===== src/rtl/dsc_defs.svh =====
// constants of the serial command decoder
`ifndef DSC_DEFS_SVH
`define DSC_DEFS_SVH

// ---------------------------------------------------------------
// frame layout
// ---------------------------------------------------------------
`define DSC_LEN_PLAIN 6'd24
`define DSC_LEN_CRC 6'd32
`define DSC_LEN_SAT 6'd33
`define DSC_MODE_HI 23
`define DSC_MODE_LO 22
`define DSC_ADDR_HI 21
`define DSC_ADDR_LO 16
`define DSC_MODE_SPECIAL 2'b00
`define DSC_MODE_GAIN 2'b01
`define DSC_MODE_OFFSET 2'b10
`define DSC_MODE_INPUT 2'b11
`define DSC_GRP_BCAST 2'b00
`define DSC_GRP_0 2'b01
`define DSC_GRP_1 2'b10
`define DSC_BC_ALL 3'b000
`define DSC_BC_G0 3'b001
`define DSC_BC_G1 3'b010
`define DSC_CRC_POLY 8'h07

// ---------------------------------------------------------------
// special function codes and readback selection
// ---------------------------------------------------------------
`define DSC_FC_CTRL_WR 6'h01
`define DSC_FC_READBACK 6'h05
`define DSC_RB_KIND_HI 6
`define DSC_RB_KIND_LO 4
`define DSC_RB_CH_HI 3
`define DSC_RB_CH_LO 0
`define DSC_RB_INA 3'd0
`define DSC_RB_INB 3'd1
`define DSC_RB_OFS 3'd2
`define DSC_RB_GAIN 3'd3
`define DSC_RB_CTRL 3'd4

// ---------------------------------------------------------------
// control and status bits, apb map
// ---------------------------------------------------------------
`define DSC_CTRL_BANK 2
`define DSC_CTRL_CRCERR 3
`define DSC_ST_BUSY 0
`define DSC_ST_STAGE1 1
`define DSC_ST_PACE 2
`define DSC_ST_RB 3
`define DSC_OFF_CTRL 12'h000
`define DSC_OFF_STATUS 12'h004

// ---------------------------------------------------------------
// recalculation timing
// ---------------------------------------------------------------
`define DSC_CLK_NS 10
`define DSC_STAGE1_NS 600
`define DSC_STAGE2_NS 600
`define DSC_STAGE3_NS 300
`define DSC_S1_CYC ((`DSC_STAGE1_NS + `DSC_CLK_NS - 1) / `DSC_CLK_NS)
`define DSC_S2_CYC ((`DSC_STAGE2_NS + `DSC_CLK_NS - 1) / `DSC_CLK_NS)
`define DSC_S3_CYC ((`DSC_STAGE3_NS + `DSC_CLK_NS - 1) / `DSC_CLK_NS)

`endif


===== src/rtl/dsc_pkg.sv =====
// types of the serial command decoder
package dsc_pkg;

  // ---------------------------------------------------------------
  // apb request bundle
  // ---------------------------------------------------------------
  typedef struct packed {
    logic psel;
    logic penable;
    logic pwrite;
    logic [11:0] paddr;
    logic [31:0] pwdata;
  } dsc_apb_req_s;

  // ---------------------------------------------------------------
  // frame receiver states
  // ---------------------------------------------------------------
  typedef enum logic [1:0] {
    FS_IDLE = 2'b01,
    FS_SHIFT = 2'b10
  } dsc_frame_e;

  // ---------------------------------------------------------------
  // state of the decoder except the crc register, which dsc_crc8 holds
  // ---------------------------------------------------------------
  typedef struct packed {
    logic sclk_m;
    logic sclk_s;
    logic sclk_d;
    logic sync_m;
    logic sync_s;
    logic sync_d;
    logic sdi_m;
    logic sdi_s;
    dsc_frame_e fst;
    logic [5:0] cnt;
    logic [31:0] shift;
    logic [15:0][15:0] in_a;
    logic [15:0][15:0] in_b;
    logic [15:0][15:0] ofs;
    logic [15:0][15:0] gain;
    logic bank;
    logic crc_err;
    logic pace_err;
    logic [10:0] s1_cnt;
    logic [10:0] busy_cnt;
    logic [23:0] rb_sh;
    logic [4:0] rb_left;
    logic rb_oe;
    logic [31:0] prdata;
  } dsc_state_s;

  typedef struct packed {
    logic [7:0] crc;
  } dsc_crc_state_s;

endpackage


===== src/rtl/dsc_decoder.sv =====
// serial command decoder with apb control and status
// Functional notes
// - frames are 24 bits msb first: mode, address, data field
// - frame-sync rising before 24 falling clock edges aborts the frame
// - registers load when frame-sync rises after a complete frame
// - every serial register reads back; computed values and latches do not
// - selected register shifts out via serial output during next frame
// - serial output driven from request acceptance until data fully shifted
// - each write starts a three-stage recalculation: 600, 600, 300 ns
// - multi-channel write repeats first stage 600 ns per channel
// - optional crc-8 with polynomial x^8+x^2+x+1 over the data word
// - a 32-bit frame is checked at frame-sync rise, written only if good
// - crc mismatch discards frame, pulls error output low, sets control bit 3
// - reading the control register clears the crc error and error output
// - nonzero mode writes data to register of mode in addressed channels
// - mode 11 input, 10 offset, 01 gain, 00 special function
// - input writes go to bank a or b per control bank-select bit
// - upper address 00: 000 all, 001 group 0, 010 group 1, else unused
// - upper address 01/10 pick group 0/1, lower bits pick channel; 11 unused
// - special mode: bits 21..16 function code, rest parameters
`timescale 1ns/1ps
`include "dsc_defs.svh"
module dsc_decoder
  import dsc_pkg::*;
#(
  parameter int NUM_CH = 16
) (
  // clock and reset
  input wire logic pclk,
  input wire logic presetn,
  // apb slave
  input dsc_apb_req_s apb_req,
  output logic [31:0] prdata,
  output logic pready,
  output logic pslverr,
  // serial pins
  input wire logic sclk,
  input wire logic sync_n,
  input wire logic sdi,
  output logic sdo_o,
  output logic sdo_oe,
  output logic crc_error_out_n
);

  // ---------------------------------------------------------------
  // elaboration check
  // ---------------------------------------------------------------
  if (NUM_CH != 16) begin : g_chk
    $error("dsc_decoder serves exactly 16 channels");
  end

  dsc_state_s s_r;
  dsc_state_s s_nxt;
  logic sclk_fall;
  logic sync_fall;
  logic sync_rise;
  logic crc_clr;
  logic crc_en;
  logic [7:0] crc_val;
  logic acc;
  logic mapped;

  // ---------------------------------------------------------------
  // helpers
  // ---------------------------------------------------------------
  function automatic logic [4:0] ones(input logic [15:0] m);
    logic [4:0] n;
    n = 5'd0;
    for (int i = 0; i < 16; i++) begin
      n = n + {4'd0, m[i]};
    end
    return n;
  endfunction

  function automatic logic [15:0] addr_mask(input logic [5:0] a);
    logic [15:0] m;
    m = 16'h0000;
    if (!a[5]) begin
      case (a[4:3])
        `DSC_GRP_BCAST: begin
          case (a[2:0])
            `DSC_BC_ALL: m = 16'hffff;
            `DSC_BC_G0: m = 16'h00ff;
            `DSC_BC_G1: m = 16'hff00;
            default: m = 16'h0000;
          endcase
        end
        `DSC_GRP_0: m = 16'h0001 << a[2:0];
        `DSC_GRP_1: m = 16'h0100 << a[2:0];
        default: m = 16'h0000;
      endcase
    end
    return m;
  endfunction

  function automatic logic [15:0] ctrl_word(input logic bank, input logic err);
    logic [15:0] c;
    c = 16'h0000;
    c[`DSC_CTRL_BANK] = bank;
    c[`DSC_CTRL_CRCERR] = err;
    return c;
  endfunction

  // ---------------------------------------------------------------
  // crc engine
  // ---------------------------------------------------------------
  dsc_crc8 u_crc (
    .pclk(pclk),
    .presetn(presetn),
    .clr(crc_clr),
    .bit_en(crc_en),
    .bit_in(s_r.sdi_s),
    .crc(crc_val)
  );

  assign acc = apb_req.psel & apb_req.penable;
  assign mapped = (apb_req.paddr == `DSC_OFF_CTRL) | (apb_req.paddr == `DSC_OFF_STATUS);

  // ---------------------------------------------------------------
  // next state
  // ---------------------------------------------------------------
  always_comb begin
    logic [23:0] w;
    logic [15:0] m;
    logic [15:0] p;
    logic [15:0] rd;
    logic [4:0] nch;
    logic [10:0] s1;
    logic ok_len;
    logic crc_ok;
    logic end_frame;
    w = 24'h000000;
    m = 16'h0000;
    p = 16'h0000;
    rd = 16'h0000;
    nch = 5'd0;
    s1 = 11'd0;
    ok_len = 1'b0;
    crc_ok = 1'b0;
    end_frame = 1'b0;
    s_nxt = s_r;
    crc_clr = 1'b0;
    crc_en = 1'b0;

    // pin synchronisers
    s_nxt.sclk_m = sclk;
    s_nxt.sclk_s = s_r.sclk_m;
    s_nxt.sclk_d = s_r.sclk_s;
    s_nxt.sync_m = sync_n;
    s_nxt.sync_s = s_r.sync_m;
    s_nxt.sync_d = s_r.sync_s;
    s_nxt.sdi_m = sdi;
    s_nxt.sdi_s = s_r.sdi_m;
    sclk_fall = s_r.sclk_d & ~s_r.sclk_s;
    sync_fall = s_r.sync_d & ~s_r.sync_s;
    sync_rise = ~s_r.sync_d & s_r.sync_s;

    // recalculation timers
    if (s_r.s1_cnt != 11'd0) begin
      s_nxt.s1_cnt = s_r.s1_cnt - 11'd1;
    end
    if (s_r.busy_cnt != 11'd0) begin
      s_nxt.busy_cnt = s_r.busy_cnt - 11'd1;
    end

    // apb side
    if (apb_req.psel && !apb_req.penable) begin
      case (apb_req.paddr)
        `DSC_OFF_CTRL: s_nxt.prdata = {16'h0000, ctrl_word(s_r.bank, s_r.crc_err)};
        `DSC_OFF_STATUS: begin
          s_nxt.prdata = 32'h00000000;
          s_nxt.prdata[`DSC_ST_BUSY] = s_r.busy_cnt != 11'd0;
          s_nxt.prdata[`DSC_ST_STAGE1] = s_r.s1_cnt != 11'd0;
          s_nxt.prdata[`DSC_ST_PACE] = s_r.pace_err;
          s_nxt.prdata[`DSC_ST_RB] = s_r.rb_oe;
        end
        default: s_nxt.prdata = 32'h00000000;
      endcase
    end
    if (acc && !apb_req.pwrite && apb_req.paddr == `DSC_OFF_CTRL) begin
      s_nxt.crc_err = 1'b0;
    end
    if (acc && apb_req.pwrite && apb_req.paddr == `DSC_OFF_CTRL) begin
      s_nxt.bank = apb_req.pwdata[`DSC_CTRL_BANK];
    end
    if (acc && apb_req.pwrite && apb_req.paddr == `DSC_OFF_STATUS &&
        apb_req.pwdata[`DSC_ST_PACE]) begin
      s_nxt.pace_err = 1'b0;
    end

    // frame receiver
    case (s_r.fst)
      FS_IDLE: begin
        if (sync_fall) begin
          s_nxt.cnt = 6'd0;
          s_nxt.shift = 32'h00000000;
          s_nxt.fst = FS_SHIFT;
          crc_clr = 1'b1;
        end
      end
      FS_SHIFT: begin
        if (sync_rise) begin
          s_nxt.fst = FS_IDLE;
          end_frame = 1'b1;
        end else if (sclk_fall) begin
          s_nxt.shift = {s_r.shift[30:0], s_r.sdi_s};
          if (s_r.cnt != `DSC_LEN_SAT) begin
            s_nxt.cnt = s_r.cnt + 6'd1;
          end
          crc_en = s_r.cnt < `DSC_LEN_PLAIN;
          if (s_r.rb_left != 5'd0) begin
            s_nxt.rb_sh = {s_r.rb_sh[22:0], 1'b0};
            s_nxt.rb_left = s_r.rb_left - 5'd1;
            if (s_r.rb_left == 5'd1) begin
              s_nxt.rb_oe = 1'b0;
            end
          end
        end
      end
      default: s_nxt.fst = FS_IDLE;
    endcase

    // frame completion
    ok_len = (s_r.cnt == `DSC_LEN_PLAIN) | (s_r.cnt == `DSC_LEN_CRC);
    crc_ok = (s_r.cnt == `DSC_LEN_PLAIN) | (crc_val == s_r.shift[7:0]);
    w = (s_r.cnt == `DSC_LEN_CRC) ? s_r.shift[31:8] : s_r.shift[23:0];
    p = w[15:0];
    if (end_frame && ok_len) begin
      if (!crc_ok) begin
        s_nxt.crc_err = 1'b1;
      end else if (w[`DSC_MODE_HI:`DSC_MODE_LO] != `DSC_MODE_SPECIAL) begin
        m = addr_mask(w[`DSC_ADDR_HI:`DSC_ADDR_LO]);
        for (int i = 0; i < 16; i++) begin
          if (m[i]) begin
            case (w[`DSC_MODE_HI:`DSC_MODE_LO])
              `DSC_MODE_INPUT: begin
                if (s_r.bank) begin
                  s_nxt.in_b[i] = p;
                end else begin
                  s_nxt.in_a[i] = p;
                end
              end
              `DSC_MODE_OFFSET: s_nxt.ofs[i] = p;
              `DSC_MODE_GAIN: s_nxt.gain[i] = p;
              default: s_nxt.ofs[i] = s_r.ofs[i];
            endcase
          end
        end
        if (m != 16'h0000) begin
          if (s_r.s1_cnt != 11'd0) begin
            s_nxt.pace_err = 1'b1;
          end
          nch = ones(m);
          s1 = 11'(nch * `DSC_S1_CYC);
          s_nxt.s1_cnt = s1;
          s_nxt.busy_cnt = s1 + 11'(`DSC_S2_CYC + `DSC_S3_CYC);
        end
      end else begin
        case (w[`DSC_ADDR_HI:`DSC_ADDR_LO])
          `DSC_FC_CTRL_WR: s_nxt.bank = p[`DSC_CTRL_BANK];
          `DSC_FC_READBACK: begin
            case (p[`DSC_RB_KIND_HI:`DSC_RB_KIND_LO])
              `DSC_RB_INA: rd = s_r.in_a[p[`DSC_RB_CH_HI:`DSC_RB_CH_LO]];
              `DSC_RB_INB: rd = s_r.in_b[p[`DSC_RB_CH_HI:`DSC_RB_CH_LO]];
              `DSC_RB_OFS: rd = s_r.ofs[p[`DSC_RB_CH_HI:`DSC_RB_CH_LO]];
              `DSC_RB_GAIN: rd = s_r.gain[p[`DSC_RB_CH_HI:`DSC_RB_CH_LO]];
              `DSC_RB_CTRL: begin
                rd = ctrl_word(s_nxt.bank, s_r.crc_err);
                s_nxt.crc_err = 1'b0;
              end
              default: rd = 16'h0000;
            endcase
            s_nxt.rb_sh = {8'h00, rd};
            s_nxt.rb_left = 5'(`DSC_LEN_PLAIN);
            s_nxt.rb_oe = 1'b1;
          end
          default: s_nxt.rb_oe = s_r.rb_oe;
        endcase
      end
    end
  end

  // ---------------------------------------------------------------
  // state register
  // ---------------------------------------------------------------
  always_ff @(posedge pclk or negedge presetn) begin
    if (!presetn) begin
      s_r <= '0;
      s_r.fst <= FS_IDLE;
      s_r.sclk_m <= 1'b1;
      s_r.sclk_s <= 1'b1;
      s_r.sclk_d <= 1'b1;
      s_r.sync_m <= 1'b1;
      s_r.sync_s <= 1'b1;
      s_r.sync_d <= 1'b1;
    end else begin
      s_r <= s_nxt;
    end
  end

  // ---------------------------------------------------------------
  // outputs
  // ---------------------------------------------------------------
  assign prdata = s_r.prdata;
  assign pready = 1'b1;
  assign pslverr = acc & ~mapped;
  assign sdo_o = s_r.rb_sh[23];
  assign sdo_oe = s_r.rb_oe;
  assign crc_error_out_n = ~s_r.crc_err;

endmodule


===== src/rtl/dsc_crc8.sv =====
// serial crc-8 accumulator, one bit per enable
`timescale 1ns/1ps
`include "dsc_defs.svh"
module dsc_crc8
  import dsc_pkg::*;
(
  // clock and reset
  input wire logic pclk,
  input wire logic presetn,
  // bit stream
  input wire logic clr,
  input wire logic bit_en,
  input wire logic bit_in,
  // result
  output logic [7:0] crc
);

  dsc_crc_state_s s_r;
  dsc_crc_state_s s_nxt;
  logic fb;

  // ---------------------------------------------------------------
  // next value
  // ---------------------------------------------------------------
  always_comb begin
    s_nxt = s_r;
    fb = s_r.crc[7] ^ bit_in;
    if (clr) begin
      s_nxt.crc = 8'h00;
    end else if (bit_en) begin
      s_nxt.crc = {s_r.crc[6:0], 1'b0} ^ (fb ? `DSC_CRC_POLY : 8'h00);
    end
  end

  // ---------------------------------------------------------------
  // register
  // ---------------------------------------------------------------
  always_ff @(posedge pclk or negedge presetn) begin
    if (!presetn) begin
      s_r <= '0;
    end else begin
      s_r <= s_nxt;
    end
  end

  assign crc = s_r.crc;

endmodule


===== config.mk =====
export PLATFORM = sky130hd
export DESIGN_NAME = dsc_decoder
export DESIGN_NICKNAME = d
export VERILOG_FILES = /design/src/rtl/dsc_pkg.sv /design/src/rtl/dsc_decoder.sv /design/src/rtl/dsc_crc8.sv
export VERILOG_INCLUDE_DIRS = /design/src /design/src/rtl
export SDC_FILE = /design/constraint.sdc
export NUM_CORES = 2
export LEC_CHECK = 0
export ABC_AREA = 1
export BUFFER_PORTS_ARGS = -buffer_cell sky130_fd_sc_hd__buf_2
export CAP_MARGIN = 25
export CORE_ASPECT_RATIO = 1.25
export CORE_MARGIN = 5
export CORE_UTILIZATION = 57
export CTS_BUF_LIST = sky130_fd_sc_hd__clkbuf_2
export CTS_CLUSTER_SIZE = 24
export DETAILED_ROUTE_END_ITERATION = 6
export PLACE_DENSITY = 0.73
export SYNTH_ARGS = -nofsm -noshare
export SYNTH_HDL_FRONTEND = slang
export SYNTH_SLANG_ARGS = --single-unit

===== constraint.sdc =====
create_clock -name pclk -period 9.3 [get_ports pclk]
set_clock_uncertainty 0.1 [all_clocks]
set_input_delay 0.93 -clock pclk [delete_from_list [all_inputs] [get_ports pclk]]
set_output_delay 0.93 -clock pclk [all_outputs]
set_load 0.05 [all_outputs]

## After elaboration in Yosys (flattened, before gate mapping)

Index checks and enable logic that the tools add are counted.

| word-level totals | value |
|---|---|
| logic and storage cells | 299 |
| input bits | 52 |
| register bits after elaboration | 1,167 |

| operators by class | value |
|---|---|
| order comparisons | 2 |
| shift-type cells | 2 |
| bitwise operators | 16 |
| reduce and logical (&&, ||, !) cells | 88 |
| multiplexer cells | 58 |
| multiply operators | 1 |
| add/sub/neg operators | 20 |
| equal/unequal tests | 27 |

Operators with widths:

| kind | count |
|---|---|
| binary-select mux 16 bit (select 4 bit) | 4 |
| AND reduction 6 bit | 32 |
| AND reduction 5 bit | 33 |
| 2-to-1 mux 30 bit | 5 |
| 2-to-1 mux 16 bit | 8 |
| one-hot mux 16 bit (3 select lines) | 2 |
| one-hot mux 16 bit (5 select lines) | 1 |
| 2-to-1 mux 38 bit | 2 |
| one-hot mux 38 bit (2 select lines) | 1 |
| adder 5 x 1 -> 5 bit | 11 |
| 2-to-1 mux 55 bit | 1 |
| 2-to-1 mux 53 bit | 1 |
| 2-to-1 mux 23 bit | 2 |
| 2-to-1 mux 40 bit | 1 |
| 2-to-1 mux 29 bit | 1 |
| 2-to-1 mux 24 bit | 1 |
| 2-to-1 mux 11 bit | 2 |
| nonzero test 11 bit | 2 |
| subtractor 11 x 1 -> 11 bit (second input constant) | 2 |
| 2-to-1 mux 1 bit | 17 |
| 2-to-1 mux 8 bit | 2 |
| nonzero test 16 bit | 1 |
| left shift 1 x 3 -> 16 bit (first input constant) | 1 |
| left shift 9 x 3 -> 16 bit (first input constant) | 1 |
| other kinds (45) | 80 |

## Depth between registers and ports, before layout

| depth | value |
|---|---|
| depth after elaboration | 30 |
| depth in mapped cells | 44 |

## Modules after synthesis

Synthesis repeated with hierarchy kept, for this count alone.

| second synthesis, totals | value |
|---|---|
| cell total of the unflattened synthesis | 6,701 |
| area total of the unflattened synthesis | 53,517.6 um^2 |

By module, submodules not included:

| module | times used | cells each | area each (um^2) |
|---|---|---|---|
| dsc_decoder | 1 | 6,659 | 53,153.5 |
| dsc_crc8 | 1 | 42 | 364.1 |

## Worst setup path after synthesis

Ideal clock, no wire load.

| path | value |
|---|---|
| path kind | reg2reg |
| from | register s_r[1143] in the netlist's numbering |
| to | register s_r[72] in the netlist's numbering |
| data required time | 9.087 ns |
| period minus slack after synthesis | 8.336 ns |
| cell stages (with the launch flop) | 37 |
| slack | 0.964 ns |
| data arrival time | 8.123 ns |
| library setup time | 0.113 ns |
| cells stage by stage | dfrtp_1 inv_1 ha_1 clkbuf_2 nand3_4 buf_6 buf_6 nand2_1 o21a_1 inv_1 ha_1 nor2_2 nand2_1 a21boi_2 fa_1 fa_1 inv_1 fa_1 fa_1 inv_1 ha_1 fa_1 xor2_1 fa_1 fa_1 fa_1 inv_1 nor2_1 nor2_1 inv_1 nand3_1 nor2_1 nand2_1 xor2_1 nand3_1 nand2_1 inv_1 |

RTL lines:

| what | RTL line | RTL |
|---|---|---|
| start, declared | dsc_decoder.sv:52 | `dsc_state_s s_r;` |
| start signal, assigned | dsc_decoder.sv:297 | `s_r <= s_nxt;` |

==> impl_results.md <==
- Status: finished, final reports clean
- Netlist Area Pre-Place: 54000 sq um
- Dpl cells: 7502
- Cells on worst reg2reg path: 33
- Slowest cell on crit path: fa_1
- Post-synthesis register bit count: 1139
- First DRT Iteration DRCs: 5319
- Slew Limit Fails: 0
- Sink Count: 1139
- R2R Path End: s_r[72]$_DFF_PN0_
- Post-CTS setup buffer count: 0
- Core ar.: 94300 sq um
- Setup crit end kind: flop
- EDFF count, synth: 0
- Total power: 0.00840 W
- Final Setup Violations: 0
- Max cap viols: 0
- Most frequent CP cell: fa_1
- Die height: 354 microns
- DRT Pass-1 Iters: 7
- CTS clk-pin slew, worst paths: 0.11 ns
- Clk root buf: clkbuf_2
- Final hold slack: 0.270 ns
- Peak VDD IR: 0.000106 V
- Final cell count without fillers: 7989
- Setup CP Type: reg2reg
- Type of the worst min-delay path: reg2reg
- DR DRC count: 0
- Hold Path Stages: 0
- Total gr overflow: 0
- Routability Congestion: 0.905
- Worst skew pair latency: 1.56 ns
- YS warnings: 0
- Die Wd: 285 microns
- Yosys cell types: 45
- PwrDens: 148 nW/um^2
- ANT nets after route: 0
- Initial antenna violation count: 4
- Final nets: 6713
- CP Data Required Time: 10.61 ns
- LEAKAGE: 26.0 nW
- I/O Buffers: 28
- Async set or reset register ratio after synthesis: 1.00
- Vias: 46700
- Unrepaired setup endpoints after global routing: no
- H-tree depth: 5
- Cts bufs inserted: 300
- Initial Util: 0.573
- Headroom to the max-slew limit: 0.263
- Hold Path Origin: s_nxt[1153]$_DFF_PN1_
- Reg-to-reg startpoint: s_r[1143]$_DFFE_PN0P_
- Synth Instances: 6703
- Vias in the first global route: 44800
- First-pass GRT wire length: 245000 microns
- Share of cells above drive strength 1: 0.0994
- Vias/cell: 5.85
- CP arrival: 9.89 ns
- CP max stage delay: 0.59 ns
- Worst Path Buf+Inv: 8
- CTS tree: done
- Boundary Pins: 89
- Syn Area/Cell: 8.06 sq um
- Hold endpoint: s_r[1153]$_DFF_PN1_
- Area delta synth->final: 5.36%
- CP Max Fanout: 8
- Min Clock Period, post-route: 8.57 ns
- Family with the most delay on the worst path: adder cells
- WL final: 154000 microns
- Sequential share of the synthesized area: 0.528
- Final hold vios: 0
- Worst setup SP type: flop
- Top_reg_cell synth: dfrtp_1
- Avg WL per Cell: 19.2 microns
- Worst Tran Pin Value: 1.10 ns
- Clk buf depth: 4
- Register-to-Register Setup Slack: 0.73 ns
- TNS Setup: 0 ns
- Final Cycle Share: 0.922
- Die Area: 101000 sq um
- Row cnt: 126
- Total GRT Usage: 0.302
- Largest net degree at the start of global routing: 204
- Max Fclk: 117 MHz
- Final Core Density: 0.603
- Hpwl dp: 85600 microns
metrics by stage:
step	worst slack, ns	area (sq um)
5_1_grt	0.102	56900
6_report	0.726	56900
4_1_cts	0.720	56800
3_5_place_dp	0.750	54200
3_3_place_gp	0.821	54100
2_1_floorplan	0.964	54100
cells by family (layout without fill, tap and decap cells):
family | Yosys count | in the layout | share of synthesized area
compound gates | 1272 | 1272 | 0.126
xor+xnor | 30 | 30 | 0.00487
fa+ha+maj | 44 | 44 | 0.0121
buf+inv | 848 | 888 | 0.0668
flops | 1139 | 1139 | 0.528
other cells | 2 | 32 | 0.000139
simple gates | 3368 | 3368 | 0.262
where the power goes:
part / internal (W) / switching [W] / leakage (nW)
Clock: 0.00121 / 0.00197 / 1.83
Combinational: 0.0000422 / 0.000212 / 8.28
Sequential: 0.00496 / 0.00000721 / 15.9
Yosys cell counts, types with 9 or more instances:
master | count | area, sq um
a21oi_1 | 178 | 891
buf_1 | 12 | 45.0
buf_2 | 160 | 801
buf_4 | 51 | 383
clkbuf_1 | 346 | 1300
dfrtp_1 | 1132 | 28300
fa_1 | 14 | 280
ha_1 | 30 | 375
inv_1 | 250 | 938
inv_2 | 21 | 78.8
nand2_1 | 2137 | 8020
nand3_1 | 919 | 4600
nand3_2 | 18 | 180
nand4_1 | 18 | 113
nor2_1 | 217 | 815
nor2_2 | 15 | 93.8
nor2_4 | 9 | 101
nor3_1 | 16 | 80.1
o211ai_1 | 102 | 766
o21a_1 | 12 | 90.1
o21ai_0 | 858 | 4290
o21ai_1 | 70 | 350
o22ai_1 | 36 | 225
xnor2_1 | 10 | 87.6
xor2_1 | 20 | 175
worst max-delay path by stage:
| stage | from | to | cells past startpoint | slack [ns] |
|---|---|---|---|---|
| 6_report | s_r[1143]$_DFFE_PN0P_ | s_r[72]$_DFF_PN0_ | 33 | 0.73 |
| 5_1_grt | s_r[1143]$_DFFE_PN0P_ | s_r[72]$_DFF_PN0_ | 35 | 0.10 |
| 4_1_cts | s_r[1143]$_DFFE_PN0P_ | s_r[72]$_DFF_PN0_ | 33 | 0.72 |
| 3_5_place_dp | s_r[1143]$_DFFE_PN0P_ | s_r[72]$_DFF_PN0_ | 33 | 0.75 |
| 3_3_place_gp | s_r[1143]$_DFFE_PN0P_ | s_r[72]$_DFF_PN0_ | 35 | 0.82 |
| 2_1_floorplan | s_r[1143]$_DFFE_PN0P_ | s_r[72]$_DFF_PN0_ | 36 | 0.96 |
placed cells by master (no fill, tap or decap), types with 3 or more instances in the layout:
master / n
o22ai_1: 36
o21ai_1: 69
conb_1: 29
nor2_2: 16
clkbuf_2: 422
o211ai_1: 102
nand3_2: 19
fa_1: 14
xor2_1: 20
dfstp_2: 7
clkinv_1: 26
o21a_2: 9
buf_8: 4
ha_1: 30
nor2_4: 9
o21ai_4: 7
buf_4: 88
o21a_1: 3
xnor2_1: 10
o21ai_0: 858
nor4_1: 6
nand4_1: 18
a21o_1: 3
nand2_1: 2135
nand2_4: 3
dlygate4sd3_1: 23
nor3_4: 3
inv_1: 250
buf_2: 27
a21oi_1: 178
nor2_1: 216
inv_2: 24
nor3_1: 16
buf_16: 8
diode_2: 3
dfrtp_1: 1132
buf_12: 10
clkinv_2: 3
nand3_1: 918
layer usage:
layer	track usage	vias to the layer above	share of wire
li1	-	21800	-
met1	0.408	22600	0.41
met2	0.477	1962	0.47
met3	0.0665	314	0.083
met4	0.127	0	0.037
met5	0	-	0
sequential cells by signal, indices dropped and copies added, names as in the netlist:
name and cells:
s_nxt 5, sdo_o 1, u_crc.crc 8, prdata 4, sdo_oe 1, s_r 1120
what timing repair did:
| item | in CTS | in global routing |
|---|---|---|
| hold buffers | 24 | 0 |
| hold endpoints to repair | 145 | 0 |
| setup endpoints to repair | 0 | 0 |
| resized for setup | 0 | 0 |
cell type report:
class | count | area [sq um]
repair buffers | 161 | 1520
flip-flops and latches | 1139 | 28500
fillers | 8545 | 37400
clock buffers | 422 | 2110
well taps | 1216 | 1520
clock inverters | 33 | 154
multi-input cells | 4743 | 22000
inverters | 272 | 1020
diodes | 3 | 7.51
Note: power is estimated with default switching activity, not from simulation.
